**src/wdr_pkg.sv**
```systemverilog
// Purpose: Shared types and constants for the watchdog reset counter block
// Assumes: One 50 MHz clock, asynchronous active-low reset
// Notes: Counter configuration travels as packed structs
`default_nettype none
package wdr_pkg;
   // Counter widths
   localparam int WDR_W16 = 16;
   localparam int WDR_W32 = 32;
   // Clock rate and reset pulse
   localparam int WDR_CLK_HZ = 50_000_000;
   localparam int WDR_RST_PULSE_CYC = 4;
   // Unhandled interrupts that issue a system reset
   localparam logic [1:0] WDR_MISS_LIMIT = 2'h3;
   localparam logic [1:0] WDR_TALLY_RST = 2'h0;
   localparam logic [2:0] WDR_PULSE_RST = 3'h0;
   localparam logic [2:0] WDR_PULSE_LOAD = 3'(WDR_RST_PULSE_CYC);
   // Terminal count firmware is expected to use for counter 0
   localparam logic [15:0] WDR_TC_DEFAULT = 16'hFFFF;

   typedef struct packed {
      logic en;
      logic casc;
      logic [WDR_W16-1:0] match;
   } wdr_cfg16_t;

   typedef struct packed {
      logic en;
      logic casc;
      logic [WDR_W32-1:0] match;
   } wdr_cfg32_t;

   typedef struct packed {
      logic irq0;
      logic irq1;
      logic irq2;
   } wdr_irq_t;
endpackage
`default_nettype wire

```
**src/wdr_top.sv**
```systemverilog
// Purpose: Watchdog with two 16-bit and one 32-bit counter, forcing a system reset
// Assumes: Inputs synchronous to mclk_i; configuration held stable by firmware
// Notes: Counter 0 heads the cascade chain; counter 1 may follow 0, counter 2 may follow 1
`default_nettype none

module wdr_counter #(
   parameter int W = 16
) (
   input wire logic mclk_i,
   input wire logic nrst_i,
   input wire logic en_i,
   input wire logic casc_i,
   input wire logic prev_hit_i,
   input wire logic clr_i,
   input wire logic [W-1:0] match_i,
   output logic [W-1:0] cnt_o,
   output logic hit_o
);
   logic [W-1:0] cnt_reg;
   logic [W-1:0] cnt_next;
   wire logic advance;
   wire logic at_match;

   // A cascaded counter only steps on its predecessor's terminal event
   assign advance = en_i & (casc_i ? prev_hit_i : 1'b1);
   assign at_match = (cnt_reg == match_i);
   assign hit_o = advance & at_match;
   assign cnt_next = clr_i ? '0 : (hit_o ? '0 : (advance ? cnt_reg + W'(1) : cnt_reg));

   always_ff @(posedge mclk_i or negedge nrst_i)
   begin
      if (!nrst_i)
         cnt_reg <= '0;
      else
         cnt_reg <= cnt_next;
   end

   assign cnt_o = cnt_reg;
endmodule // wdr_counter

// What this block does
// - Provides two 16-bit counters and one 32-bit counter.
// - Counter 0 always runs alone; counters 1 and 2 run alone or stepped by the previous counter's terminal event.
// - Counter 0 raises an interrupt each time it reaches its terminal count.
// - Three consecutive unhandled counter 0 interrupts issue a system reset.
// - Reset follows the third unhandled interrupt, about 3.9 ms after servicing stops with the 0xFFFF terminal count.
// - The system reset restarts the processor from its entry point.
module wdr_top
   import wdr_pkg::*;
(
   // Clock and reset
   input wire logic mclk_i,
   input wire logic nrst_i,
   // Counter configuration
   input wire wdr_pkg::wdr_cfg16_t cfg0_i,
   input wire wdr_pkg::wdr_cfg16_t cfg1_i,
   input wire wdr_pkg::wdr_cfg32_t cfg2_i,
   // Firmware service strobes
   input wire logic clr0_i,
   input wire logic clr1_i,
   input wire logic clr2_i,
   // Counter state
   output logic [15:0] cnt0_o,
   output logic [15:0] cnt1_o,
   output logic [31:0] cnt2_o,
   // Interrupts and system reset
   output wdr_pkg::wdr_irq_t irq_o,
   output logic sys_rst_o
);
   import wdr_pkg::*;

   wire logic hit0;
   wire logic hit1;
   wire logic hit2;
   wire logic miss_done;
   wire logic pulse_on;
   logic [1:0] tally_reg;
   logic [1:0] tally_next;
   logic [2:0] pulse_reg;
   logic [2:0] pulse_next;
   wdr_irq_t irq_reg;
   wdr_irq_t irq_next;

   // Counter 0 has no predecessor, so its cascade bit is ignored
   wdr_counter #(.W(WDR_W16)) u_ctr0 (
      .mclk_i(mclk_i),
      .nrst_i(nrst_i),
      .en_i(cfg0_i.en),
      .casc_i(1'b0),
      .prev_hit_i(1'b0),
      .clr_i(clr0_i),
      .match_i(cfg0_i.match),
      .cnt_o(cnt0_o),
      .hit_o(hit0)
   );

   wdr_counter #(.W(WDR_W16)) u_ctr1 (
      .mclk_i(mclk_i),
      .nrst_i(nrst_i),
      .en_i(cfg1_i.en),
      .casc_i(cfg1_i.casc),
      .prev_hit_i(hit0),
      .clr_i(clr1_i),
      .match_i(cfg1_i.match),
      .cnt_o(cnt1_o),
      .hit_o(hit1)
   );

   wdr_counter #(.W(WDR_W32)) u_ctr2 (
      .mclk_i(mclk_i),
      .nrst_i(nrst_i),
      .en_i(cfg2_i.en),
      .casc_i(cfg2_i.casc),
      .prev_hit_i(hit1),
      .clr_i(clr2_i),
      .match_i(cfg2_i.match),
      .cnt_o(cnt2_o),
      .hit_o(hit2)
   );

   // Sticky flags: a terminal event in the clearing cycle still sets the flag
   assign irq_next.irq0 = hit0 | (irq_reg.irq0 & ~clr0_i);
   assign irq_next.irq1 = hit1 | (irq_reg.irq1 & ~clr1_i);
   assign irq_next.irq2 = hit2 | (irq_reg.irq2 & ~clr2_i);

   // Third unhandled terminal event fires the reset
   assign miss_done = hit0 & ~clr0_i & (tally_reg == WDR_MISS_LIMIT - 2'h1);
   // Clear restarts the tally, but a coincident terminal event still counts as one
   assign tally_next = miss_done ? WDR_TALLY_RST :
                       hit0 ? (clr0_i ? 2'h1 : tally_reg + 2'h1) :
                       clr0_i ? WDR_TALLY_RST : tally_reg;
   assign pulse_on = (pulse_reg != WDR_PULSE_RST);
   // Several cycles wide so the processor reset logic cannot miss it
   assign pulse_next = miss_done ? WDR_PULSE_LOAD : (pulse_on ? pulse_reg - 3'h1 : WDR_PULSE_RST);

   always_ff @(posedge mclk_i or negedge nrst_i)
   begin
      if (!nrst_i)
      begin
         tally_reg <= WDR_TALLY_RST;
         pulse_reg <= WDR_PULSE_RST;
         irq_reg <= '0;
         sys_rst_o <= 1'b0;
      end
      else
      begin
         tally_reg <= tally_next;
         pulse_reg <= pulse_next;
         irq_reg <= irq_next;
         sys_rst_o <= (pulse_next != WDR_PULSE_RST);
      end
   end

   assign irq_o = irq_reg;
endmodule // wdr_top
`default_nettype wire

```
**config.mk**
```make
export PLATFORM = sky130hd
export DESIGN_NAME = wdr_top
export DESIGN_NICKNAME = d
export VERILOG_FILES = /design/src/wdr_pkg.sv /design/src/wdr_top.sv
export SDC_FILE = /design/constraint.sdc
export NUM_CORES = 1
export LEC_CHECK = 0
export ABC_AREA = 1
export BUFFER_PORTS_ARGS = -buffer_cell sky130_fd_sc_hd__buf_2
export CAP_MARGIN = 25
export CELL_PAD_IN_SITES_DETAIL_PLACEMENT = 0
export CELL_PAD_IN_SITES_GLOBAL_PLACEMENT = 2
export CORE_ASPECT_RATIO = 1.5
export CORE_MARGIN = 5
export CORE_UTILIZATION = 25
export DETAILED_ROUTE_END_ITERATION = 7
export GPL_ROUTABILITY_DRIVEN = 0
export PLACE_DENSITY_LB_ADDON = 0.15
export SYNTH_ARGS = -nofsm -noshare
export SYNTH_HDL_FRONTEND = slang
export SYNTH_SLANG_ARGS = --single-unit
```
**constraint.sdc**
```tcl
create_clock -name mclk_i -period 1.8 [get_ports mclk_i]
set_input_delay 0.36 -clock mclk_i [delete_from_list [all_inputs] [get_ports mclk_i]]
set_output_delay 0.36 -clock mclk_i [all_outputs]
set_load 0.01 [all_outputs]
```
# Word-level counts from Yosys, hierarchy flattened
# Cells that the tools add are included.
# word_totals
regBits,73
inputBits,75
wordCells,57
# op_classes
n_addsub,5
eq_ne,4
muxes,17
n_bitwise,16
reduce_logical,6
# ops
operator,count
$mux 16,6
$mux 32,3
$add 16x1->16 const B,2
$add 32x1->32 const B,1
$eq 16x16->1,2
$eq 32x32->1,1
$reduce_bool 3->1,6
$and 1x1->1,10
$mux 2,4
$mux 3,2
$not 1->1,3
$or 1x1->1,3
$sub 3x1->3 const B,1
$add 2x1->2 const B,1
$eq 2x2->1 const B,1
$mux 1,2

# Logic depth before layout (Yosys ltp)
# Gate-level depths: netlist of the first run.
# depth
ltp_word,10
depth_mapped,14
depth_no_buf,13

# Hierarchy
# From an unflattened synthesis of the first run, not the netlist that was laid out.
# unflattened
cells_unflattened,909
hier_area_um2,5975.7
# modules_own_cells
module,instances,cells_per_inst,area_per_inst_um2,seq_area_each_um2
wdr_counter at u_ctr2,1,448,2798.9,800.8
wdr_counter at u_ctr0 ...,2,210,1397.6,400.4
wdr_top,1,41,381.6,225.2

# Worst setup path after synthesis of the first run
# Ideal clock, no wire load.
# synth_timing
path_type,flip-flop to flip-flop
startpoint,reg u_ctr0.cnt_reg[15] (netlist: u_ctr0.cnt_o[15])
endpoint,reg u_ctr2.cnt_reg[29] (netlist: u_ctr2.cnt_o[29])
arrival_time_ns,1.752
required_time_ns,1.681
slack_ns,-0.070
stages_incl_launch_ff,13
n_path_buf,1
cell_sequence,dfrtp_1 inv_1 a21boi_0 nand3_1 nor2_1 nand3_2 nand2_2 nand3_4 a21oi_4 nor2_2 buf_4 nand2_1 nand2_1
# synth_between
elab_chain_cells,10
# synth_rtl
item,line_no,rtl
start: declaration,wdr_top.sv:19,logic [W-1:0] cnt_reg;
start signal: assignment,wdr_top.sv:35,cnt_reg <= cnt_next;
$eq 16x16->1 *,wdr_top.sv:26,assign at_match = (cnt_reg == match_i);
$and 1x1->1 *,wdr_top.sv:27,assign hit_o = advance & at_match;
$mux 1 *,wdr_top.sv:25,assign advance = en_i & (casc_i ? prev_hit_i : 1'b1);
$and 1x1->1 *,wdr_top.sv:25,
$and 1x1->1 *,wdr_top.sv:27,
$mux 1 *,wdr_top.sv:25,
$and 1x1->1 *,wdr_top.sv:25,
$and 1x1->1,wdr_top.sv:27,
$mux 32 (2 in series),wdr_top.sv:28,assign cnt_next = clr_i ? '0 : (hit_o ? '0 : (advance ? cnt_reg + W'(1) : cnt_reg));
end signal: assignment,wdr_top.sv:35,
end: declaration,wdr_top.sv:19,
# Every way passes the cells marked *; elsewhere a longest branch is shown, timed or not.
# A chain may end at the register's enable or synchronous reset.

# Worst setup path in the final report of the first run
# layout_timing
startpoint,reg u_ctr0.cnt_reg[3] (netlist: u_ctr0.cnt_o[3])
endpoint,reg u_ctr2.cnt_reg[25] (netlist: u_ctr2.cnt_o[25])
# Same word-level chain as after synthesis.

==> results.tsv, run 1 <==
stage	metric	value	unit
run_status	status	finished with violations	
run_status	failing checks	setup timing	
synth	Avg Synthesized Cell Area	6.731	um^2
power	portion of total power attributed to the clock network	45.4	%
finish	leading cell types in the layout, fill and taps excluded	190 x nand2_1, 186 x buf_4, 140 x buf_2	
finish	most frequent standard cell in the layout excluding fill and tap cells	nand2_1	
setup_path	CP Launch Type	register	
job	max capacitance violation total	0	
synth	instance count of the mapped netlist	809	
sta	Tmin final	1.941	ns
global_routing	wire length of the first global-routing pass	33.02	mm
setup_path	element type at the critical path end	register	
finish	flip-flop count of the largest register after layout	32	
power	fraction of power spent switching nets	26.17	%
drt	remaining antenna violation count after routing	0	
sta	unrepaired setup endpoints after global routing	true	
floorplan	placeable core region	21550	um^2
global_routing	met2 global-route usage	33.15	%
synth	share of synthesized area occupied by flip-flops and latches	33.55	%
sta	transition time at the pin with the least slew margin	0.3716	ns
sta	Hold Fails Final Rpt	0	
sta	min setup slack post-route	-0.1411	ns
synth	post-synthesis register bit count	73	
placement	number of input and output port buffers inserted	141	
finish	final standard cell utilization of the core	40.68	%
placement	placed wire-length estimate	16.90	mm
global_routing	met1 usage in global routing	18.58	%
global_routing	GR met3 Demand/Resource	2.410	%
sta	worst slew margin relative to its limit	75.00	%
setup_path	CP max FO	5	
power	Peak supply drop	0.4680	mV
drt	routed wire length	21.60	mm
floorplan	starting utilization of the core area	25.26	%
sta	upper clock frequency limit	515.2	MHz
setup_path	Data arrival, critical path	2.19	ns
global_routing	pin count of the biggest net entering global routing	37	
synth	post-synthesis cell area	5445	um^2
drt	via density per instance	4.436	
cts	number of sinks driven by the clock tree	73	
global_routing	via count of the first global-routing pass	6411	
power	leakage power of the design	4.722	nW
synth	net count after synthesis	890	
synth	Yosys warning count	0	
drt	DRC	0	
cts	TritonCTS clock tree	built	
finish	number of non-filler instances in the completed layout	1423	
cts	number of buffers between clock root and the deepest sink	2	
power	cell internal power dissipation	0.003048	W
finish	fraction of final layout cells with drive strength greater than 1	40.49	%
floorplan	# rows	66	
cts	Skew-Pair Late Insertion Delay	0.35	ns
cts	clock tree root buffer cell	clkbuf_16	
sta	total setup violations reported at the end of the flow	50	
finish	final instance area	8767	um^2
synth	number of distinct library cell variants in the gate-level netlist after synthesis	31	
sta	summed negative setup slack over all endpoints	-4.352	ns
setup_path	path type of the worst setup path	reg2reg	
drt	routed length per instance	15.18	um
setup_path	Critical Path RT	2.04	ns
power	Sequential Power Share	40.3	%
cts	Num CTS Buffers	9	
cts	number of H-tree levels	3	
global_routing	number of antenna violations at the first check in global routing	0	
power	switching component of the power	0.001080	W
drt	number of design-rule violations left by the first detailed-router iteration	198	
sta	Final Cycle Share	107.8	%
finish	number of nets in the finished design	1227	
placement	count of placed standard cells including taps	1378	
global_routing	Global Route Usage Sum	17.25	%
worst_hold_path	worst hold-check path type	in2reg	
drt	1st-pass router iterations	4	
floorplan	vertical extent of the die	190.8	um
cts	clock-pin slew of the registers on the worst-case setup and hold paths	0.06	ns
global_routing	final global-route overflow total	0	
power	combinational share of power	14.4	%
placement	placed cell area	7807	um^2
floorplan	Die Area	24890	um^2
floorplan	x dimension of the die	130.5	um
sta	final slew viol count	0	
global_routing	grt peak-use layer	met2	
finish	growth of design area from synthesis to finish	61.01	%
sta	clock skew after layout	0.006445	ns
power	power density cells	470.9	nW/um^2
floorplan	IO Pins	143	
finish	Antenna diodes	0	
drt	total via count after detailed routing	6313	
==> final timing paths <==
path                                 start          endpoint  slack (ns)  cells after the start
max                        u_ctr0.cnt_o[3]  u_ctr2.cnt_o[25]       -0.14                     15
min                             cfg1_i[17]   u_ctr1.cnt_o[0]        0.40                      4
max reg2reg                u_ctr0.cnt_o[3]  u_ctr2.cnt_o[25]       -0.14                     15
min reg2reg                       irq_o[2]          irq_o[2]        0.48                      2
max in group asynchronous           nrst_i  u_ctr2.cnt_o[31]        0.77                      3
min in group asynchronous           nrst_i   u_ctr0.cnt_o[5]        0.46                      2
==> area by class of cell <==
cell class	count	area [um^2]
Tap cell	272	340.3
Clock inverter	3	40.04
Inverter	117	439.2
Sequential cell	73	1828
Timing Repair Buffer	351	2497
Fill cell	2376	12790
Clock buffer	13	250.2
Multi-Input combinational cell	594	3372
==> cell families (layout without fill, tap and decap cells) <==
family / Yosys count / in the layout / synth area share (%)
AOI/OAI and AO/OA: 37 / 37 / 3.929
xor gates and xnor gates: 72 / 72 / 11.58
adders and majority gates: 6 / 6 / 1.379
buffers and inverters: 143 / 484 / 10.41
DFF: 73 / 73 / 33.55
and+or+nand+nor: 478 / 479 / 39.15
==> power by group through the flow <==
| stage | clock (W) | sequential (W) | combinational (W) |
|---|---|---|---|
| after detailed placement | 0 | 0.00169 | 0.000482 |
| after global placement | 0 | 0.00169 | 0.000481 |
| after floorplan | 0 | 0.00170 | 0.000189 |
| after global routing | 0.00199 | 0.00166 | 0.000650 |
| final | 0.00187 | 0.00166 | 0.000593 |
| after CTS | 0.00194 | 0.00166 | 0.000551 |
==> routing by layer <==
metal,wire (um),up-vias
li1,-,3256
met2,11880,131
met3,796,34
met1,8244,2892
met4,677,0
met5,0,-
==> per-stage QoR <==
| stage | total power, W | hold slack [ns] | worst slack [ns] |
|---|---|---|---|
| finish | 0.004128 | 0.3961 | -0.1411 |
| CTS | 0.004156 | 0.4047 | -0.1612 |
| global route | 0.004302 | 0.4165 | -0.2875 |
| detailed placement | 0.002175 | 0.2929 | -0.4108 |
| floorplan | 0.001887 | 0.06441 | -0.06696 |
| global placement | 0.002174 | 0.2933 | -0.3705 |
==> cells in the mapped netlist, drive strengths merged <==
library cell	n	area, um^2
nand2	238	898.4
ha	6	75.07
nor3b	4	30.03
nand3	36	197.7
a21oi	19	106.4
nor3	28	140.1
xnor2	25	219.0
clkbuf	16	60.06
and3	1	6.260
or2	10	62.56
nor4	16	100.1
dfrtp	73	1827
buf	10	67.56
o21a	1	7.510
clkinv	1	3.750
nand4	58	362.9
o31ai	1	7.510
o21ai	11	55.05
o21bai	4	30.03
nor2	86	327.8
inv	116	435.4
xor2	47	411.6
a21boi	1	7.510
nand2b	1	6.260
==> critical path, cell delays in order, from the launching register on <==
cell	delay [ns]
dfrtp_2	0.40
inv_2	0.05
nand2_2	0.07
nand2_2	0.06
nor2_2	0.09
nand2_1	0.06
nor2_2	0.14
nand3_2	0.12
nand2_2	0.12
nand3_4	0.08
a21oi_4	0.15
buf_12	0.14
nor2_4	0.07
clkbuf_16	0.17
nand2_1	0.05
nand2_1	0.05
==> what timing repair did <==
item                                    CTS  global route
gates cloned                              1             3
resized for setup                        56            53
hold buffers                              1             0
pin swaps                                32            41
endpoints found under the setup margin   53            66
hold endpoints to repair                 21             0
setup buffers                            23             8
No activity file was read; power rests on OpenSTA's default activity.
==> run 2, diff against run 1 <==
Settings changed: SKIP_LAST_GASP set to 1.
==> run 2 against run 1 <==
Net effect: the run still ends with setup timing left; sequential power is essentially flat; wire length grew 0.54%; global-route usage grew 0.052 points; utilization grew 0.22 points; combinational power grew 2%; sequential share of layout area shrank 0.098 points; clock skew shrank 0.0012 ns; die area is the same; count of clock-buffer cells in the layout is the same; register-to-register slack is essentially flat; critical path type unchanged; largest cell class unchanged.
==> results.tsv, run 2 (synthesized netlist as in run 1, its figures left out) <==
stage	metric	value	unit
finish	fraction of final layout cells with drive strength greater than 1	40.85	%
drt	via density per instance	4.433	
global_routing	Global Route Usage Sum	17.30	%
cts	number of sinks driven by the clock tree	73	
setup_path	path type of the worst setup path	reg2reg	
sta	transition time at the pin with the least slew margin	0.3721	ns
worst_hold_path	hold-critical path endpoint	u_ctr1.cnt_o[0]	
worst_hold_path	worst hold-check path type	in2reg	
setup_path	slack of the worst reg-to-reg path	-0.14	ns
power	switching component of the power	0.001086	W
sta	Tmin final	1.943	ns
sta	total setup violations reported at the end of the flow	50	
job	max capacitance violation total	0	
cts	clock-pin slew of the registers on the worst-case setup and hold paths	0.06	ns
setup_path	CP Launch Type	register	
setup_path	reg2reg end	u_ctr2.cnt_o[13]	
floorplan	starting utilization of the core area	25.26	%
finish	final standard cell utilization of the core	40.90	%
setup_path	worst reg-to-reg path cell count	15	
global_routing	number of antenna violations at the first check in global routing	0	
sta	Final Cycle Share	108.0	%
drt	1st-pass router iterations	5	
setup_path	Critical Path Most Common Cell	nand2_2	
cts	clock tree root buffer cell	clkbuf_16	
floorplan	IO Pins	143	
power	Sequential Power Share	40.2	%
setup_path	count of buffer and inverter cells on the critical path	3	
power	leakage power of the design	4.749	nW
power	portion of total power attributed to the clock network	45.2	%
power	fraction of power spent switching nets	26.24	%
run_status	status	finished with violations	
worst_hold_path	launch instance of the worst min-delay path	cfg1_i[17]	
sta	unrepaired setup endpoints after global routing	true	
finish	filler cell count	2369	
drt	number of design-rule violations left by the first detailed-router iteration	206	
floorplan	vertical extent of the die	190.8	um
drt	remaining antenna violation count after routing	0	
setup_path	element type at the critical path end	register	
global_routing	wire length of the first global-routing pass	33.09	mm
sta	clock skew after layout	0.005277	ns
floorplan	placeable core region	21550	um^2
drt	routed wire length	21.72	mm
finish	number of nets in the finished design	1229	
global_routing	final global-route overflow total	0	
sta	min setup slack post-route	-0.1431	ns
setup_path	worst path cell trace	inv_2 -> nand2_2 -> nand2_2 -> nor2_2 -> nand2_1 -> nor2_2 -> nand3_2 -> nand2_4 -> nand3_4 -> a21oi_4 -> buf_12 -> nor2_4 -> clkbuf_16 -> nand2_2 -> nand2_1	
placement	placed wire-length estimate	16.90	mm
finish	growth of design area from synthesis to finish	61.88	%
power	Peak supply drop	0.4698	mV
finish	flip-flop count of the largest register after layout	32	
global_routing	via count of the first global-routing pass	6427	
run_status	failing checks	setup timing	
finish	most frequent standard cell in the layout excluding fill and tap cells	nand2_1	
cts	number of buffers between clock root and the deepest sink	2	
sta	final slew viol count	0	
setup_path	start point of the critical path	u_ctr0.cnt_o[3]	
setup_path	standard cell with the maximum stage delay on the critical path	dfrtp_2	
sta	Hold Fails Final Rpt	0	
power	cell internal power dissipation	0.003054	W
cts	Num CTS Buffers	9	
cts	number of H-tree levels	3	
drt	routed length per instance	15.24	um
cts	TritonCTS clock tree	built	
drt	total via count after detailed routing	6317	
placement	count of placed standard cells including taps	1378	
setup_path	CP max FO	5	
global_routing	pin count of the biggest net entering global routing	37	
finish	number of non-filler instances in the completed layout	1425	
setup_path	crit-path max cell delay	0.40	ns
setup_path	CP top delay family	simple AND/OR/NAND/NOR gates	
floorplan	# rows	66	
sta	worst slew margin relative to its limit	75.19	%
sta	worst slack on hold paths	0.3977	ns
finish	leading cell types in the layout, fill and taps excluded	189 x nand2_1, 188 x buf_4, 140 x buf_2	
floorplan	x dimension of the die	130.5	um
floorplan	Die Area	24890	um^2
setup_path	Critical Path RT	2.04	ns
setup_path	source of the worst register-to-register timing path	u_ctr0.cnt_o[3]	
placement	number of input and output port buffers inserted	141	
power	combinational share of power	14.6	%
worst_hold_path	hold path depth	4	
cts	Skew-Pair Late Insertion Delay	0.35	ns
power	power density cells	469.7	nW/um^2
finish	Antenna diodes	0	
sta	upper clock frequency limit	514.6	MHz
setup_path	Data arrival, critical path	2.18	ns
drt	DRC	0	
-- run 2: area by class of cell --
class | instances | area (um^2) | share of cell area (%)
sequential | 73 | 1829 | 20.75
clock buffer | 13 | 250.2 | 2.839
multi-input combinational | 594 | 3390 | 38.45
timing repair buffer | 353 | 2526 | 28.66
tap | 272 | 340.3 | 3.861
inverter | 117 | 439.2 | 4.982
clock inverter | 3 | 40.04 | 0.4542
-- run 2: how the worst max path moves through the flow --
stage,end,slack [ns],cells after the start
2_1_floorplan,u_ctr2.cnt_o[29],-0.07,14
3_3_place_gp,u_ctr2.cnt_o[23],-0.37,11
3_5_place_dp,u_ctr2.cnt_o[14],-0.41,11
4_1_cts,u_ctr2.cnt_o[14],-0.16,14
5_1_grt,u_ctr2.cnt_o[13],-0.30,15
6_report,u_ctr2.cnt_o[13],-0.14,15
-- run 2: worst min-delay path, cell delays in order --
cell and delay, ns:
buf_2 0.14, nand2_4 0.09, nand2_1 0.07, a21oi_1 0.06
-- run 2: repair_timing --
action	in CTS	in global routing
resized for setup	47	66
hold endpoints to repair	21	0
hold buffers	1	0
setup buffers	23	8
endpoints found under the setup margin	53	65
pin swaps	31	43
gates cloned	1	4
-- run 2: metrics by stage --
| step | TNS, ns | setup WS (ns) | cell area (um^2) | total power [W] |
|---|---|---|---|---|
| after floorplan | -1.659 | -0.06696 | 5461 | 0.001887 |
| final | -4.301 | -0.1431 | 8815 | 0.004141 |
| after global routing | -12.11 | -0.2994 | 8815 | 0.004321 |
| after detailed placement | -16.81 | -0.4108 | 7807 | 0.002175 |
| after global placement | -16.08 | -0.3705 | 7807 | 0.002174 |
| after CTS | -6.203 | -0.1612 | 8484 | 0.004151 |
-- run 2: routing by layer --
metal	vias to the layer above	routed length [um]	global-route usage, %	share of wire (%)
met1	2901	8290	18.65	38
met4	0	718	6.770	3.3
met3	34	818	2.747	3.8
li1	3259	-	-	-
met2	123	11890	32.82	55
met5	-	0	0	0
-- run 2: power by group through the flow --
stage               clock network, W  logic [W]  registers (W)
global route                 0.00200   0.000660        0.00166
detailed placement                 0   0.000482        0.00169
CTS                          0.00194   0.000546        0.00166
floorplan                          0   0.000189        0.00170
finish                       0.00187   0.000604        0.00166
global placement                   0   0.000481        0.00169
